$ cat src/include/cmfc_cfg.svh
// Constants for the CAN mode and frame control block.
// Assumes inclusion once per compilation unit, before cmfc_pkg.
`ifndef CMFC_CFG_SVH
`define CMFC_CFG_SVH
// Mode codes for the requested and current mode fields
`define CMFC_MODE_NORMAL   3'h0
`define CMFC_MODE_DISABLE  3'h1
`define CMFC_MODE_LOOPBACK 3'h2
`define CMFC_MODE_LISTEN   3'h3
`define CMFC_MODE_INIT     3'h4
`define CMFC_MODE_ERRREC   3'h7
// Field positions in the module control and rx buffer control words
`define CMFC_REQUESTED_OP_FIELD_HI      10
`define CMFC_REQUESTED_OP_FIELD_LO      8
`define CMFC_CUROP_HI      7
`define CMFC_CUROP_LO      5
`define CMFC_RXM_HI        6
`define CMFC_RXM_LO        5
// Receive match-select values; all selects error recognition in normal mode, std and ext the frame type
`define CMFC_RXM_ALL       2'h3
`define CMFC_RXM_STD       2'h1
`define CMFC_RXM_EXT       2'h2
// Configuration write addresses
`define CMFC_CA_MASK0      4'h6
`define CMFC_CA_MASK1      4'h7
`define CMFC_CA_BRP        4'h8
// Reset values
`define CMFC_RST_MODE      3'h4
`define CMFC_RST_BRP       6'h00
// Timing
`define CMFC_CLK_HZ        40000000
`define CMFC_MAX_BPS       1000000
`define CMFC_MIN_BIT_CYC   (`CMFC_CLK_HZ / `CMFC_MAX_BPS)
`define CMFC_IDLE_BITS     4'hb
`define CMFC_IFS_BITS      4'h3
`define CMFC_MAX_OVL       2'h2
`define CMFC_MAX_DLC       4'h8
`endif

$ cat src/include/cmfc_pkg.sv
// Types for the CAN mode and frame control block.
// Assumes cmfc_cfg.svh is compiled first.
`default_nettype none
package cmfc_pkg;
  typedef enum logic [2:0] {
    CMFC_NORMAL   = 3'h0,
    CMFC_DISABLE  = 3'h1,
    CMFC_LOOPBACK = 3'h2,
    CMFC_LISTEN   = 3'h3,
    CMFC_INIT     = 3'h4
  } cmfc_mode_t;

  typedef struct packed {
    cmfc_mode_t        mode;
    logic [2:0]        cur_op;
    logic [3:0]        rec_cnt;
    logic [11:0]       div_cnt;
    logic              bit_en;
    logic [5:0]        brp;
    logic [5:0][28:0]  fid;
    logic [5:0]        fide;
    logic [1:0][28:0]  mask;
    logic [7:0]        tec;
    logic [7:0]        rec;
    logic [1:0]        rx_full;
    logic [1:0]        rx_ovr;
    logic [2:0]        tx_pend;
    logic [2:0]        tx_abt;
    logic              tx_start;
    logic [1:0]        tx_sel;
    logic              err_frame;
    logic              ovl_frame;
    logic [1:0]        ovl_cnt;
    logic              cfg_refused;
  } cmfc_state_t;
endpackage
`default_nettype wire

$ cat src/core/cmfc_rx_mem.sv
// Two-entry receive message store: identifier, flags, length, data.
// Assumes one writer; read data is registered one cycle after address.
`default_nettype none
module cmfc_rx_mem (
  input  wire logic        i_mclk,
  input  wire logic        i_we,
  input  wire logic        i_waddr,
  input  wire logic [98:0] i_wdata,
  input  wire logic        i_raddr,
  output logic      [98:0] o_rdata
);
  logic [98:0] mem_reg [2];

  always_ff @(posedge i_mclk) begin
    if (i_we) begin
      mem_reg[i_waddr] <= i_wdata;
    end
    o_rdata <= mem_reg[i_raddr];
  end
endmodule // cmfc_rx_mem
`default_nettype wire

$ cat src/core/cmfc_ctrl.sv
// CAN mode and frame control: mode changes, config lock, filters, tx pick.
// Assumes a protocol engine outside that shifts bits and reports events.
`default_nettype none
`include "cmfc_cfg.svh"
module cmfc_ctrl (
  input  wire logic        i_mclk,
  input  wire logic        i_rst,
  input  wire logic [2:0]  i_requested_op_field,
  input  wire logic [1:0]  i_receive_match_select0,
  input  wire logic [1:0]  i_receive_match_select1,
  input  wire logic        i_cfg_we,
  input  wire logic [3:0]  i_cfg_addr,
  input  wire logic [29:0] i_cfg_data,
  input  wire logic        i_bus_rx,
  input  wire logic        i_tx_busy,
  input  wire logic        i_bus_err,
  input  wire logic        i_tx_err,
  input  wire logic        i_ifs_dominant,
  input  wire logic        i_not_ready,
  input  wire logic        i_sof,
  input  wire logic        i_rx_done,
  input  wire logic        i_rx_crc_ok,
  input  wire logic [10:0] i_base_identifier,
  input  wire logic [17:0] i_identifier_extension,
  input  wire logic        i_rx_ide,
  input  wire logic        i_rx_rtr,
  input  wire logic [3:0]  i_rx_dlc,
  input  wire logic [63:0] i_rx_data,
  input  wire logic [1:0]  i_rx_release,
  input  wire logic        i_rd_buf,
  input  wire logic [2:0]  i_tx_req,
  input  wire logic [5:0]  i_tx_prio,
  input  wire logic [2:0]  i_tx_abort,
  input  wire logic        i_tx_sent,
  output logic      [2:0]  o_current_op_field,
  output logic             o_bit_en,
  output logic             o_tx_en,
  output logic             o_rx_en,
  output logic             o_tx_start,
  output logic      [1:0]  o_tx_sel,
  output logic      [2:0]  o_tx_pend,
  output logic      [2:0]  o_tx_abt,
  output logic             o_err_frame,
  output logic             o_ovl_frame,
  output logic      [7:0]  o_tec,
  output logic      [7:0]  o_rec,
  output logic      [1:0]  o_rx_full,
  output logic      [1:0]  o_rx_ovr,
  output logic             o_cfg_refused,
  output logic      [98:0] o_rd_data
);
  cmfc_pkg::cmfc_state_t st_reg;
  cmfc_pkg::cmfc_state_t st_next;
  logic                  mem_we;
  logic                  mem_waddr;
  logic [98:0]           mem_wdata;
  logic                  tx_en_reg;
  logic                  rx_en_reg;

  function automatic logic filt_hit(
    input logic [28:0] id,
    input logic        ide,
    input logic [28:0] fid,
    input logic        fide,
    input logic [28:0] msk,
    input logic [1:0]  receive_match_select
  );
    logic ide_ok;
    ide_ok = 1'b0;
    // Match select 01 or 10 overrides the filter's frame-type bit
    unique case (receive_match_select)
      `CMFC_RXM_STD: ide_ok = !ide;
      `CMFC_RXM_EXT: ide_ok = ide;
      default:       ide_ok = (ide == fide);
    endcase
    filt_hit = ide_ok && (((id ^ fid) & msk) == 29'h0000000);
  endfunction

  function automatic logic [1:0] tx_pick(
    input logic [2:0] pend,
    input logic [5:0] prio
  );
    logic [1:0] best;
    logic [1:0] bp;
    best = 2'h3;
    bp   = 2'h0;
    // Higher value wins; equal priority goes to the lower index
    for (int i = 0; i < 3; i++) begin
      if (pend[i] && (best == 2'h3 || prio[2*i +: 2] > bp)) begin
        best = 2'(i);
        bp   = prio[2*i +: 2];
      end
    end
    tx_pick = best;
  endfunction

  logic [28:0] rx_id;
  logic [1:0]  rxm_any_all;
  logic        err_rec;
  logic [3:0]  dlc_lim;
  logic        hit0;
  logic        hit1;
  logic        rx_good;
  logic [1:0]  pick;
  logic        idle;
  logic        ifs_ok;
  logic [11:0] bit_cyc;

  always_comb begin
    rx_id = {i_base_identifier, i_identifier_extension};
    if (!i_rx_ide) begin
      // Standard frames carry only the 11-bit base identifier
      rx_id = {i_base_identifier, 18'h00000};
    end
    rxm_any_all = {i_receive_match_select1 == `CMFC_RXM_ALL,
                   i_receive_match_select0 == `CMFC_RXM_ALL};
    err_rec = (rxm_any_all != 2'h0)
              && (st_reg.mode == cmfc_pkg::CMFC_NORMAL);
    dlc_lim = (i_rx_dlc > `CMFC_MAX_DLC) ? `CMFC_MAX_DLC : i_rx_dlc;
    hit0 = rxm_any_all[0];
    hit1 = rxm_any_all[1];
    for (int f = 0; f < 2; f++) begin
      hit0 = hit0 | filt_hit(rx_id, i_rx_ide, st_reg.fid[f],
                             st_reg.fide[f], st_reg.mask[0],
                             i_receive_match_select0);
    end
    for (int f = 2; f < 6; f++) begin
      hit1 = hit1 | filt_hit(rx_id, i_rx_ide, st_reg.fid[f],
                             st_reg.fide[f], st_reg.mask[1],
                             i_receive_match_select1);
    end
    // Error-recognition keeps even damaged frames
    rx_good = i_rx_done && rx_en_reg && (i_rx_crc_ok || err_rec);
    pick = tx_pick(st_reg.tx_pend, i_tx_prio);
    idle = (st_reg.rec_cnt >= `CMFC_IDLE_BITS);
    ifs_ok = (st_reg.rec_cnt >= `CMFC_IFS_BITS);
    bit_cyc = (12'({st_reg.brp, 1'b0}) + 12'h002)
              * 12'(`CMFC_MIN_BIT_CYC / 2);
  end

  assign tx_en_reg = (st_reg.mode == cmfc_pkg::CMFC_NORMAL)
                     || (st_reg.mode == cmfc_pkg::CMFC_LOOPBACK);
  assign rx_en_reg = (st_reg.mode != cmfc_pkg::CMFC_INIT)
                     && (st_reg.mode != cmfc_pkg::CMFC_DISABLE);

  always_comb begin
    st_next             = st_reg;
    st_next.bit_en      = 1'b0;
    st_next.tx_start    = 1'b0;
    st_next.err_frame   = 1'b0;
    st_next.ovl_frame   = 1'b0;
    st_next.cfg_refused = 1'b0;
    st_next.tx_abt      = 3'h0;
    mem_we              = 1'b0;
    mem_waddr           = 1'b0;
    mem_wdata           = {rx_id, i_rx_ide, i_rx_rtr, dlc_lim,
                           i_rx_data};

    // Bit-rate enable; brp 0 gives the fastest 1 Mbit/s bit time
    if (st_reg.div_cnt == 12'h000) begin
      st_next.div_cnt = bit_cyc - 12'h001;
      st_next.bit_en  = 1'b1;
      if (!i_bus_rx) begin
        st_next.rec_cnt = 4'h0;
      end else if (!idle) begin
        st_next.rec_cnt = st_reg.rec_cnt + 4'h1;
      end
    end else begin
      st_next.div_cnt = st_reg.div_cnt - 12'h001;
    end

    // Mode change only on an idle bus; init also waits for tx end
    if ((i_requested_op_field != st_reg.mode) && idle) begin
      unique case (i_requested_op_field)
        `CMFC_MODE_NORMAL:   st_next.mode = cmfc_pkg::CMFC_NORMAL;
        `CMFC_MODE_DISABLE:  st_next.mode = cmfc_pkg::CMFC_DISABLE;
        `CMFC_MODE_LOOPBACK: st_next.mode = cmfc_pkg::CMFC_LOOPBACK;
        `CMFC_MODE_LISTEN:   st_next.mode = cmfc_pkg::CMFC_LISTEN;
        `CMFC_MODE_INIT: begin
          if (!i_tx_busy) begin
            st_next.mode = cmfc_pkg::CMFC_INIT;
          end
        end
        default: st_next.mode = st_reg.mode;
      endcase
    end
    st_next.cur_op = err_rec ? `CMFC_MODE_ERRREC
                             : 3'(st_reg.mode);

    // Error counting; entry to init wipes both counters
    if (rx_en_reg && i_bus_err && st_reg.rec != 8'hff) begin
      st_next.rec = st_reg.rec + 8'h01;
    end
    if (tx_en_reg && i_tx_err && st_reg.tec != 8'hff) begin
      st_next.tec = st_reg.tec + 8'h01;
    end
    if (st_next.mode == cmfc_pkg::CMFC_INIT
        && st_reg.mode != cmfc_pkg::CMFC_INIT) begin
      st_next.tec = 8'h00;
      st_next.rec = 8'h00;
    end

    // Listen-only stays passive on the bus
    if (i_bus_err && rx_en_reg && st_reg.mode != cmfc_pkg::CMFC_LISTEN
        && !err_rec) begin
      st_next.err_frame = 1'b1;
    end
    if (i_sof) begin
      st_next.ovl_cnt = 2'h0;
    end else if ((i_ifs_dominant || i_not_ready) && rx_en_reg
                 && st_reg.mode != cmfc_pkg::CMFC_LISTEN) begin
      if (st_reg.ovl_cnt < `CMFC_MAX_OVL) begin
        st_next.ovl_frame = 1'b1;
        st_next.ovl_cnt   = st_reg.ovl_cnt + 2'h1;
      end
    end

    // Configuration lock
    if (i_cfg_we) begin
      if (st_reg.mode != cmfc_pkg::CMFC_INIT) begin
        st_next.cfg_refused = 1'b1;
      end else if (i_cfg_addr < `CMFC_CA_MASK0) begin
        st_next.fid[i_cfg_addr[2:0]]  = i_cfg_data[28:0];
        st_next.fide[i_cfg_addr[2:0]] = i_cfg_data[29];
      end else if (i_cfg_addr == `CMFC_CA_MASK0) begin
        st_next.mask[0] = i_cfg_data[28:0];
      end else if (i_cfg_addr == `CMFC_CA_MASK1) begin
        st_next.mask[1] = i_cfg_data[28:0];
      end else if (i_cfg_addr == `CMFC_CA_BRP) begin
        st_next.brp = i_cfg_data[5:0];
      end else begin
        st_next.cfg_refused = 1'b1;
      end
    end

    // Receive store; buffer 0 has priority, full means overrun
    for (int b = 0; b < 2; b++) begin
      if (i_rx_release[b]) begin
        st_next.rx_full[b] = 1'b0;
        st_next.rx_ovr[b]  = 1'b0;
      end
    end
    if (rx_good && (hit0 || hit1)) begin
      mem_waddr = !hit0;
      if (st_reg.rx_full[mem_waddr]) begin
        st_next.rx_ovr[mem_waddr] = 1'b1;
      end else begin
        // Set wins over a release in the same cycle
        mem_we                     = 1'b1;
        st_next.rx_full[mem_waddr] = 1'b1;
      end
    end

    // Transmit buffers: request, abort, pick, start after IFS
    if (i_tx_sent) begin
      st_next.tx_pend[st_reg.tx_sel] = 1'b0;
    end
    for (int t = 0; t < 3; t++) begin
      if (i_tx_abort[t] && st_reg.tx_pend[t]
          && !(i_tx_busy && st_reg.tx_sel == 2'(t))) begin
        st_next.tx_pend[t] = 1'b0;
        st_next.tx_abt[t]  = 1'b1;
      end
      if (i_tx_req[t]) begin
        st_next.tx_pend[t] = 1'b1;
      end
    end
    if (st_reg.mode == cmfc_pkg::CMFC_DISABLE) begin
      st_next.tx_abt  = st_reg.tx_pend;
      st_next.tx_pend = 3'h0;
    end
    if (tx_en_reg && !i_tx_busy && !st_reg.tx_start && ifs_ok
        && pick != 2'h3 && !i_tx_abort[pick]) begin
      st_next.tx_start = 1'b1;
      st_next.tx_sel   = pick;
    end
  end

  always_ff @(posedge i_mclk) begin
    if (i_rst) begin
      st_reg         <= '0;
      st_reg.mode    <= cmfc_pkg::cmfc_mode_t'(`CMFC_RST_MODE);
      st_reg.cur_op  <= `CMFC_RST_MODE;
      st_reg.brp     <= `CMFC_RST_BRP;
      st_reg.tx_sel  <= 2'h0;
    end else begin
      st_reg <= st_next;
    end
  end

  cmfc_rx_mem u_rx_mem (
    .i_mclk  (i_mclk),
    .i_we    (mem_we),
    .i_waddr (mem_waddr),
    .i_wdata (mem_wdata),
    .i_raddr (i_rd_buf),
    .o_rdata (o_rd_data)
  );

  logic tx_en_q;
  logic rx_en_q;
  always_ff @(posedge i_mclk) begin
    if (i_rst) begin
      tx_en_q <= 1'b0;
      rx_en_q <= 1'b0;
    end else begin
      tx_en_q <= (st_next.mode == cmfc_pkg::CMFC_NORMAL)
                 || (st_next.mode == cmfc_pkg::CMFC_LOOPBACK);
      rx_en_q <= (st_next.mode != cmfc_pkg::CMFC_INIT)
                 && (st_next.mode != cmfc_pkg::CMFC_DISABLE);
    end
  end

  assign o_current_op_field = st_reg.cur_op;
  assign o_bit_en           = st_reg.bit_en;
  assign o_tx_en            = tx_en_q;
  assign o_rx_en            = rx_en_q;
  assign o_tx_start         = st_reg.tx_start;
  assign o_tx_sel           = st_reg.tx_sel;
  assign o_tx_pend          = st_reg.tx_pend;
  assign o_tx_abt           = st_reg.tx_abt;
  assign o_err_frame        = st_reg.err_frame;
  assign o_ovl_frame        = st_reg.ovl_frame;
  assign o_tec              = st_reg.tec;
  assign o_rec              = st_reg.rec;
  assign o_rx_full          = st_reg.rx_full;
  assign o_rx_ovr           = st_reg.rx_ovr;
  assign o_cfg_refused      = st_reg.cfg_refused;
endmodule // cmfc_ctrl
`default_nettype wire

$ cat config.mk
export PLATFORM = sky130hd
export DESIGN_NAME = cmfc_ctrl
export DESIGN_NICKNAME = d
export VERILOG_FILES = /design/src/include/cmfc_pkg.sv /design/src/core/cmfc_rx_mem.sv /design/src/core/cmfc_ctrl.sv
export VERILOG_INCLUDE_DIRS = /design/src /design/src/include
export SDC_FILE = /design/constraint.sdc
export NUM_CORES = 1
export LEC_CHECK = 0
export BUFFER_PORTS_ARGS = -buffer_cell sky130_fd_sc_hd__buf_2
export CAP_MARGIN = 20
export CORE_ASPECT_RATIO = 1.2
export CORE_MARGIN = 2
export CORE_UTILIZATION = 51
export DETAILED_ROUTE_END_ITERATION = 8
export PLACE_DENSITY = 0.77
export SKIP_CTS_REPAIR_TIMING = 1
export SLEW_MARGIN = 20
export SYNTH_ARGS = -nofsm -noshare
export SYNTH_HDL_FRONTEND = slang
export SYNTH_HIERARCHICAL = 1
export SYNTH_SLANG_ARGS = --single-unit
$ cat constraint.sdc
create_clock -name i_mclk -period 19.12 [get_ports i_mclk]
set_input_delay 0.956 -clock i_mclk [delete_from_list [all_inputs] [get_ports i_mclk]]
set_output_delay 0.956 -clock i_mclk [all_outputs]
set_load 0.01 [all_outputs]
* Word-level counts from Yosys, hierarchy flattened
Memory sizes are Yosys's and may differ from the RTL's. A register that Yosys moved wholly into a read port is not among the register bits. Index checks and enable logic that the tools add are counted.
Word-level totals: bits in registers 303, bits in latches 0, bits in writable memories 198, ROM bits 0, output and inout port bits 137, memories 1
Operators by class: add/sub/neg operators 7, multipliers 1, divide/modulo/power cells 0, magnitude comparators 14, equality and inequality tests 37, shift-type cells 0, mux-type cells 66, bitwise operators 28, reduce and logical (&&, ||, !) cells 84
Memories:
- u_rx_mem.mem_reg | words 2, width 99, rd ports 1, clocked after Yosys merged registers in 1, write ports 1, line cmfc_rx_mem.sv:12 | logic [98:0] mem_reg [2];
Operators by type and width (number):
- $and 29x29->29 | 6
- $bwmux 174 | 1
- $logic_not 29->1 | 6
- $xor 29x29->29 | 6
- $demux 29 s3 | 1
- $logic_and 1x1->1 | 41
- $mux 1 | 31
- $mux 29 | 1
- $sub 12x1->12 const B | 2
- $mux 18 | 1
- $mux 3 | 6
- $add 8x1->8 const B | 2
- $mux 2 | 8
- $mux 4 | 4
- $ne 8x8->1 const B | 2
- $pmux 3 s5 | 1
- $eq 2x2->1 const B | 7
- $eq 3x2->1 const B | 4
- $logic_not 12->1 | 1
- $mux 12 | 1
- $pmux 1 s2 | 6
- $mul 8x3->10 const B | 1
- $reduce_or 2->1 | 5
- $logic_not 1->1 | 9
- other kinds (47) | 84

* Logic depth before layout (Yosys ltp)
Gate-level depths: netlist of run 1.
depth in word-level cells 15, gate-level depth with buffers 15, mapped depth without buffers 15

* By module
Netlist of run 1, hierarchy kept.
By module, submodules not included:
- cmfc_ctrl | times used 1, cells each 1946, area an instance 15270.9 µm², seq. area each 6065.8 µm²
- cmfc_rx_mem | times used 1, cells each 409, area an instance 9166.3 µm², seq. area each 7927.6 µm²

* Least setup slack after synthesis of run 1
No wires, ideal clock.
path kind input-to-reg, start point input i_receive_match_select1[0], end point memory u_rx_mem.mem_reg[0][0] (enable), setup time 0.570 ns, data arrival time 7.159 ns, data required time 18.550 ns, setup slack 11.391 ns, cell stages on the path 11, path through inv_1 -> ha_1 -> buf_2 -> or2_2 -> a21oi_1 -> a221oi_1 -> nand4_1 -> or4b_1 -> o2111ai_2 -> a32o_1 -> nor2b_1
Between the ends: word-level cells in the longest chain between the ends 12, elaborated cells on any way between the ends 25
RTL lines:
- start, declared | line cmfc_ctrl.sv:10 | input wire logic [1:0] i_receive_match_select1,
- $eq 2x2->1 / $eq 2x1->1 (equally long branches) | line cmfc_ctrl.sv:71 | unique case (receive_match_select)
- $pmux 1 s2 | line cmfc_ctrl.sv:71
- $logic_and 1x1->1 | line cmfc_ctrl.sv:76 | filt_hit = ide_ok && (((id ^ fid) & msk) == 29'h0000000);
- $or 1x1->1 (4 in a row) | line cmfc_ctrl.sv:128 | hit1 = hit1 | filt_hit(rx_id, i_rx_ide, st_reg.fid[f],
- $logic_or 1x1->1 | line cmfc_ctrl.sv:243 | if (rx_good && (hit0 || hit1)) begin
- $logic_and 1x1->1 (*) | line cmfc_ctrl.sv:243
- $mux 1 (*) | line cmfc_ctrl.sv:243
- net mem_we | line cmfc_ctrl.sv:54 | logic mem_we;
- $mux 1 (*) | line cmfc_rx_mem.sv:15 | if (i_we) begin
- $mux 1 (not written as such) (*) | line cmfc_rx_mem.sv:16 | mem_reg[i_waddr] <= i_wdata;
- end, declared | line cmfc_rx_mem.sv:12
The timed path passes the listed nets; every way through them passes the cells marked *.

* Worst setup path after layout of run 1
start point input i_rx_ide, end point memory u_rx_mem.mem_reg[1][30] (enable)
Between the ends: word-level cells in the longest chain between the ends 14, elaborated cells on any way between the ends 54
RTL lines:
- start, declared | line cmfc_ctrl.sv:25 | input wire logic i_rx_ide,
- $mux 18 | line cmfc_ctrl.sv:111 | if (!i_rx_ide) begin
- $xor 29x29->29 | line cmfc_ctrl.sv:76
- $and 29x29->29 | line cmfc_ctrl.sv:76
- $logic_not 29->1 | line cmfc_ctrl.sv:76
- $logic_and 1x1->1 | line cmfc_ctrl.sv:76
- $or 1x1->1 (4 in a row) | line cmfc_ctrl.sv:128
- $logic_or 1x1->1 | line cmfc_ctrl.sv:243
- $logic_and 1x1->1 | line cmfc_ctrl.sv:243
- $mux 1 (*) | line cmfc_ctrl.sv:243
- net mem_we | line cmfc_ctrl.sv:54
- $mux 1 (*) | line cmfc_rx_mem.sv:15
- $mux 1 (not written as such) (*) | line cmfc_rx_mem.sv:16
The timed path passes the listed nets; every way through them passes the cells marked *. The select of a mux whose other input is x is not followed.

==> results of run 1 <==
==> Yosys cell counts (all sizes together), types with 4 or more instances <==
cell     number  area share, %
nor4          9           0.23
clkbuf       78            1.2
buf         104            2.8
nand3b        4           0.12
ha           26            1.3
nand2       539            8.5
inv          51           0.78
a222oi       11           0.45
xnor2        90            3.2
and2          4           0.10
nand3        13           0.27
or3           6           0.15
a31oi         4           0.10
nor3b        12           0.43
a211oi        9           0.28
a22o          9           0.32
nor2b        10           0.26
xor2         97            3.5
and3          6           0.15
and3b        28            1.0
a22oi        33            1.0
edfxtp      198             24
o2111ai      10           0.38
a221o         5           0.20
a221oi        7           0.28
a21boi       28           0.86
nor3         21           0.45
nor2         65            1.0
mux2i        13           0.53
o21ai        39           0.80
mux2        100            4.8
dfxtp       402             33
a21oi       265            5.4
o21a          5           0.15
nand4        17           0.44
==> cells by family after synthesis <==
group	after synthesis	share of synthesized area, %
AO/OA/AOI/OAI	451	11.2
AND/OR/NAND/NOR	744	13.4
adder cells (fa/ha/maj)	27	1.41
flip-flops	600	57.3
buffers and inverters	233	4.74
XOR/XNOR	187	6.70
multiplexers	113	5.29
==> metrics by stage <==
stage	hold slack, ns	cell area (sq um)
after floorplan	0.441	24400
after global placement	0.448	26000
after global routing	0.480	27900
final	0.464	27900
after detailed placement	0.456	26000
after CTS	0.467	27900
==> per-layer routing <==
| layer | vias to the layer above | wire, um | GRT usage [%] |
|---|---|---|---|
| li1 | 8433 | - | - |
| met1 | 8800 | 25900 | 31.8 |
| met2 | 787 | 32700 | 44.9 |
| met3 | 176 | 5240 | 5.15 |
| met4 | 10 | 3040 | 11.9 |
| met5 | - | 59 | 0 |
==> report_power, final <==
group	switching [W]	total [W]	leakage, nW	internal (W)
clock network	0.000489	0.00114	0.949	0.000649
registers	0.0000168	0.00135	5.07	0.00134
logic	0.000122	0.000198	4.63	0.0000758
total	0.000629	0.00269	10.6	0.00206
==> worst max-delay path: stages <==
cell	delay, ns
buf_2	0.08
buf_4	0.66
nand2_1	0.31
xnor2_1	0.22
a22oi_1	0.22
nand4_1	0.14
or4b_1	0.56
o2111ai_2	0.12
a32o_1	0.27
and2_4	0.48
buf_4	0.77
==> layout make-up <==
cell class	count	area [sq um]
Timing Repair Buffer	326	1700
Inverter	51	191
Multi-Input combinational cell	1522	9340
Sequential cell	600	14000
Fill cell	3830	19200
Clock inverter	28	295
Antenna cell	3	7.51
Clock buffer	78	1620
Tap cell	623	779
==> worst min path at each step <==
stage                                            startpoint  cells after the start                            to
after floorplan                    st_reg[101]$_SDFFE_PP0P_                      2      st_reg[101]$_SDFFE_PP0P_
after global placement             st_reg[185]$_SDFFE_PP0P_                      2      st_reg[185]$_SDFFE_PP0P_
after detailed placement  u_rx_mem/mem_reg[1][53]$_DFFE_PP_                      1  u_rx_mem/o_rdata[53]$_DFF_P_
after CTS                          st_reg[139]$_SDFFE_PP0P_                      2      st_reg[139]$_SDFFE_PP0P_
after global routing      u_rx_mem/mem_reg[1][89]$_DFFE_PP_                      1  u_rx_mem/o_rdata[89]$_DFF_P_
final                              st_reg[194]$_SDFFE_PP0P_                      2      st_reg[194]$_SDFFE_PP0P_
==> results.py, run 1 <==
metrics = {
    "outcome": {
        "run_status": "finished clean",
    },
    "timing": {
        "fin_skew_ns": 0.0289,
        "period_needed_ns": 4.71,
        "setup_viol": 0,
        "slew_headroom_pct": 38.4,
        "tns_ns": 0,
        "worst_pin_slew_ns": 0.924,
        "clock.fmax_mhz": 212,
        "slew_viol_final": 0,
        "final.setup.worst_slack_ns": 14.41,
        "hold_viol_final": 0,
        "rsz0062_at_grt": "false",
        "post-route-period-util_pct": 24.7,
    },
    "grt": {
        "antenna_found_initial": 6,
        "track_usage_pct": 26.2,
        "grt_first_pass_wirelength_um": 101000,
        "grt_max_degree": 123,
        "overflow": 0,
        "grt_pass1_vias": 17961,
    },
    "die": {
        "io_pins": 305,
        "die_w_um": 204,
        "initial_core_util_pct": 51.8,
        "rows": 87,
        "die_y_um": 244,
        "die_area_sq_um": 49700,
        "core_area_sq_um": 47100,
    },
    "logic_synthesis": {
        "synth_cell_types": 67,
        "ys_seq_elements": 600,
        "synth_warnings": 6,
        "synth_flop_cell": "dfxtp_1",
        "async_reset_ff_share_pct": 0,
        "syn-cell-area_sq_um": 24400,
        "synth_edf_count": 198,
        "synth.net_count": 2550,
        "seq_area_frac_synth_pct": 57.3,
        "syn_inst": 2355,
        "avgSynthCellArea_sq_um": 10.4,
    },
    "pwr": {
        "p_total_w": 0.00269,
        "power.leakage_nw": 10.6,
        "irDropWorstVdd_mv": 0.0764,
        "p_per_area_nw_per_um2": 96.3,
    },
    "layout": {
        "mostFrequentLayoutCell": "nand2_1",
        "final_cells": 3231,
        "largest_reg_flops": 265,
        "layout_common_cells": "525 x nand2_1, 402 x dfxtp_1, 302 x buf_2",
        "syn_to_final_growth_pct": 14.2,
        "drive_above_1_share_pct": 21.3,
        "nets": 2753,
        "finish.utilization_pct": 59.2,
    },
    "drt": {
        "drt_iter0_drc": 1413,
        "ant_nets": 0,
        "wl_per_cell_um": 20.7,
        "drt_wl_total_um": 66900,
        "drc": 0,
        "vias": 18206,
        "viasPerCell": 5.63,
        "drt-pass1-iter-count": 5,
    },
    "setup_path": {
        "r2r_slack_ns": 14.94,
        "cp-end-kind": "flop",
        "crit_required_ns": 19.37,
        "cp-start-kind": "input port",
        "worstRegToRegCells": 8,
        "rr_startpoint": "st_reg[235]$_SDFFE_PP0P_",
        "worst-setup-path-type": "input port to flop",
        "cp_max_fo": 88,
        "critical_path_arrival_ns": 4.96,
        "cp-startpoint": "i_rx_ide",
        "reg2reg_to": "u_rx_mem/mem_reg[1][30]$_DFFE_PP_",
        "crit_end": "u_rx_mem/mem_reg[1][30]$_DFFE_PP_",
    },
    "clocking": {
        "clkSlewWorstSetupHoldPaths_ns": 0.06,
        "clock_sinks": 600,
        "ctsRootBufferMaster": "clkbuf_16",
        "cts_tree": "done",
        "numCtsBuffers": 57,
        "clkLatencyLatePin_ns": 0.63,
        "htreeDepth": 2,
        "cts_buffer_depth": 3,
    },
    "placed_design": {
        "dp.cells": 3121,
        "hpwlAfterDp_um": 46400,
        "gp_congestion": 0.948,
        "portBuffers": 304,
        "place_ws_ns": 13.66,
    },
    "worst_hold_path": {
        "hp-class": "flop to flop",
    },
    "run": {
        "cap_violations": 0,
    },
}
Note: power is estimated with default switching activity, not from simulation.
==> run 2, diff against run 1 <==
--- a/config.mk
+++ b/config.mk
@@ -6,13 +6,14 @@
 export SDC_FILE = /design/constraint.sdc
 export NUM_CORES = 1
 export LEC_CHECK = 0
+export ABC_AREA = 1
 export BUFFER_PORTS_ARGS = -buffer_cell sky130_fd_sc_hd__buf_2
 export CAP_MARGIN = 20
 export CORE_ASPECT_RATIO = 1.2
 export CORE_MARGIN = 2
 export CORE_UTILIZATION = 51
 export DETAILED_ROUTE_END_ITERATION = 8
-export PLACE_DENSITY = 0.77
+export PLACE_DENSITY = 0.79
 export SKIP_CTS_REPAIR_TIMING = 1
 export SLEW_MARGIN = 20
 export SYNTH_ARGS = -nofsm -noshare
==> constraint.sdc (replaced) <==
create_clock -name i_mclk -period 4 [get_ports i_mclk]
set_input_delay 0.2 -clock i_mclk [delete_from_list [all_inputs] [get_ports i_mclk]]
set_output_delay 0.2 -clock i_mclk [all_outputs]
set_load 0.01 [all_outputs]
==> results.py, run 2 <==
metrics = {
    "outcome": {
        "run_status": "complete, but fails checks",
        "violations": "hold timing",
    },
    "timing": {
        "fin_skew_ns": 0.0236,
        "slew_headroom_pct": 23.8,
        "clock.fmax_mhz": 313,
        "hold_viol_final": 27,
        "period_needed_ns": 3.20,
        "rsz0062_at_grt": "false",
        "post-route-period-util_pct": 79.9,
        "worst_pin_slew_ns": 1.14,
        "hold_slack_ns": -0.0243,
        "slew_viol_final": 0,
        "setup_viol": 0,
        "tns_ns": 0,
        "final.setup.worst_slack_ns": 0.804,
    },
    "setup_path": {
        "r2r_slack_ns": 0.80,
        "cp-start-kind": "flop",
        "cp_max_fo": 5,
        "rr_startpoint": "st_reg[272]$_SDFFE_PP0P_",
        "worstRegToRegCells": 14,
        "cp_cell_sequence": "ha_1 > nand3_1 > xor2_1 > inv_1 > ha_1 > fa_1 > xor2_1 > nor2_1 > inv_1 > nor4_1 > nand3_1 > a21oi_1 > o21ai_0 > a21oi_1",
        "crit_required_ns": 4.53,
        "reg2reg_to": "st_reg[290]$_SDFF_PP0_",
        "critical_path_arrival_ns": 3.73,
        "critPathSlowestCell": "fa_1",
        "critPathMaxStageDelay_ns": 0.46,
        "worst-setup-path-type": "flop to flop",
        "cp-end-kind": "flop",
    },
    "drt": {
        "drt-pass1-iter-count": 5,
        "viasPerCell": 5.20,
        "drt_wl_total_um": 66300,
        "drt_iter0_drc": 1555,
        "wl_met2_um": 32700,
        "wl_met1_um": 26900,
        "met3_length_um": 4220,
        "vias": 20658,
        "wl_per_cell_um": 16.7,
        "ant_nets": 0,
        "dr.max_layer_used": "met5",
        "drc": 0,
    },
    "logic_synthesis": {
        "synth.net_count": 3142,
        "avgSynthCellArea_sq_um": 8.43,
        "synth_area_leaders": "dfxtp_1 32%, edfxtp_1 24%, nand2_1 12%, nand3_1 4.7%, o21ai_0 4.5%",
        "synth_warnings": 6,
        "syn_inst": 2947,
        "synth_flop_cell": "dfxtp_1",
        "syn-cell-area_sq_um": 24800,
        "yosysMostFrequentCell": "nand2_1",
        "synthTopCellsByCount": "770 x nand2_1, 402 x dfxtp_1, 283 x inv_1, 231 x nand3_1, 225 x o21ai_0",
        "seq_area_frac_synth_pct": 56.3,
        "synth_cell_types": 50,
        "synth_top_area_share_pct": 32.4,
        "synth_top_area_cell": "dfxtp_1",
        "synth_edf_count": 198,
        "async_reset_ff_share_pct": 0,
        "ys_seq_elements": 600,
    },
    "layout": {
        "drive_above_1_share_pct": 14.5,
        "syn_to_final_growth_pct": 19.9,
        "nets": 3490,
        "layout_common_cells": "770 x nand2_1, 402 x dfxtp_1, 302 x buf_2",
        "largest_reg_flops": 265,
        "mostFrequentLayoutCell": "nand2_1",
        "finish.utilization_pct": 61.9,
    },
    "grt": {
        "track_usage_pct": 24.4,
        "grt_pass1_vias": 18185,
        "antenna_found_initial": 6,
        "grt_max_degree": 122,
        "grt_first_pass_wirelength_um": 96500,
        "overflow": 0,
    },
    "clocking": {
        "cts_tree": "done",
        "clkLatencyLatePin_ns": 0.63,
        "numCtsBuffers": 56,
        "htreeDepth": 2,
        "clkSlewWorstSetupHoldPaths_ns": 0.06,
        "clock_sinks": 600,
        "cts_buffer_depth": 3,
        "ctsRootBufferMaster": "clkbuf_16",
    },
    "die": {
        "core_area_sq_um": 48100,
        "die_w_um": 205,
        "die_y_um": 246,
        "rows": 88,
        "initial_core_util_pct": 51.6,
        "die_area_sq_um": 50500,
        "io_pins": 305,
    },
    "placed_design": {
        "place_ws_ns": 0.555,
        "portBuffers": 304,
        "gp_congestion": 0.900,
        "hpwlAfterDp_um": 42700,
    },
    "worst_hold_path": {
        "holdPathStages": 3,
        "hp-start": "i_cfg_data[25]",
        "hp-class": "input port to flop",
        "hold-path-endpoint": "st_reg[181]$_SDFFE_PP0P_",
    },
    "pwr": {
        "irDropWorstVdd_mv": 0.346,
        "power.leakage_nw": 12.9,
        "p_per_area_nw_per_um2": 441,
    },
    "run": {
        "cap_violations": 0,
    },
}
## run 2: metrics by stage
stage / area (sq um) / instances / hold slack [ns] / power [W]
2_1_floorplan: 24900 / 2947 / 0.299 / 0.00730
3_3_place_gp: 26700 / 3751 / 0.389 / 0.00763
3_5_place_dp: 26700 / 3751 / 0.393 / 0.00765
4_1_cts: 28600 / 3856 / -0.265 / 0.0131
5_1_grt: 29800 / 3972 / 0.00103 / 0.0136
6_report: 29800 / 3973 / -0.0243 / 0.0131
## run 2: critical path: cells and delay by family (launching register included)
family,cells,cell delay [ns]
XOR/XNOR,2,0.32
flip-flops,1,0.44
AO/OA/AOI/OAI,3,0.41
adder cells (fa/ha/maj),3,1.02
AND/OR/NAND/NOR,4,0.81
buffers and inverters,2,0.13
## run 2: cell families after synthesis
family	Yosys count	share of synthesized area [%]
AOI/OAI and AO/OA	530	11.5
muxes	2	0.0856
adders and majority gates	27	1.39
buffers and inverters	460	7.87
and+or+nand+nor	1295	21.7
xor gates and xnor gates	33	1.16
DFF	600	56.3
## run 2: cell type report
cell class | count | area, sq um
antenna | 1 | 2.50
clock buffer | 70 | 1530
clock inverter | 35 | 390
fill | 3883 | 18300
inverter | 309 | 1170
multi-input combinational | 1887 | 8960
sequential | 600 | 14000
tap | 630 | 788
timing repair buffer | 441 | 2970
## run 2: report_power, final
group	leakage [nW]	internal [W]	switching [W]	total, W
Clock	0.922	0.00312	0.00239	0.00551
Combinational	6.94	0.000432	0.000684	0.00112
Sequential	5.07	0.00642	0.0000985	0.00652
Total	12.9	0.00997	0.00317	0.0131
## run 2: worst max-delay path by stage
stage                                  start                                end  slack [ns]  cells after the start
global route        st_reg[272]$_SDFFE_PP0P_             st_reg[290]$_SDFF_PP0_        0.53                     14
floorplan                           i_rx_ide   u_rx_mem/mem_reg[1][0]$_DFFE_PP_      -0.002                     14
global placement                    i_rx_ide  u_rx_mem/mem_reg[0][44]$_DFFE_PP_        0.63                     19
finish              st_reg[272]$_SDFFE_PP0P_             st_reg[290]$_SDFF_PP0_        0.80                     14
CTS                 st_reg[272]$_SDFFE_PP0P_             st_reg[290]$_SDFF_PP0_        0.78                     14
detailed placement                  i_rx_ide  u_rx_mem/mem_reg[0][38]$_DFFE_PP_        0.55                     17
## run 2: routing by layer
layer | track usage [%] | vias to the layer above
met5 | 0 | -
met2 | 41.2 | 643
met4 | 10.1 | 8
met1 | 30.7 | 9555
met3 | 4.28 | 135
li1 | - | 10317
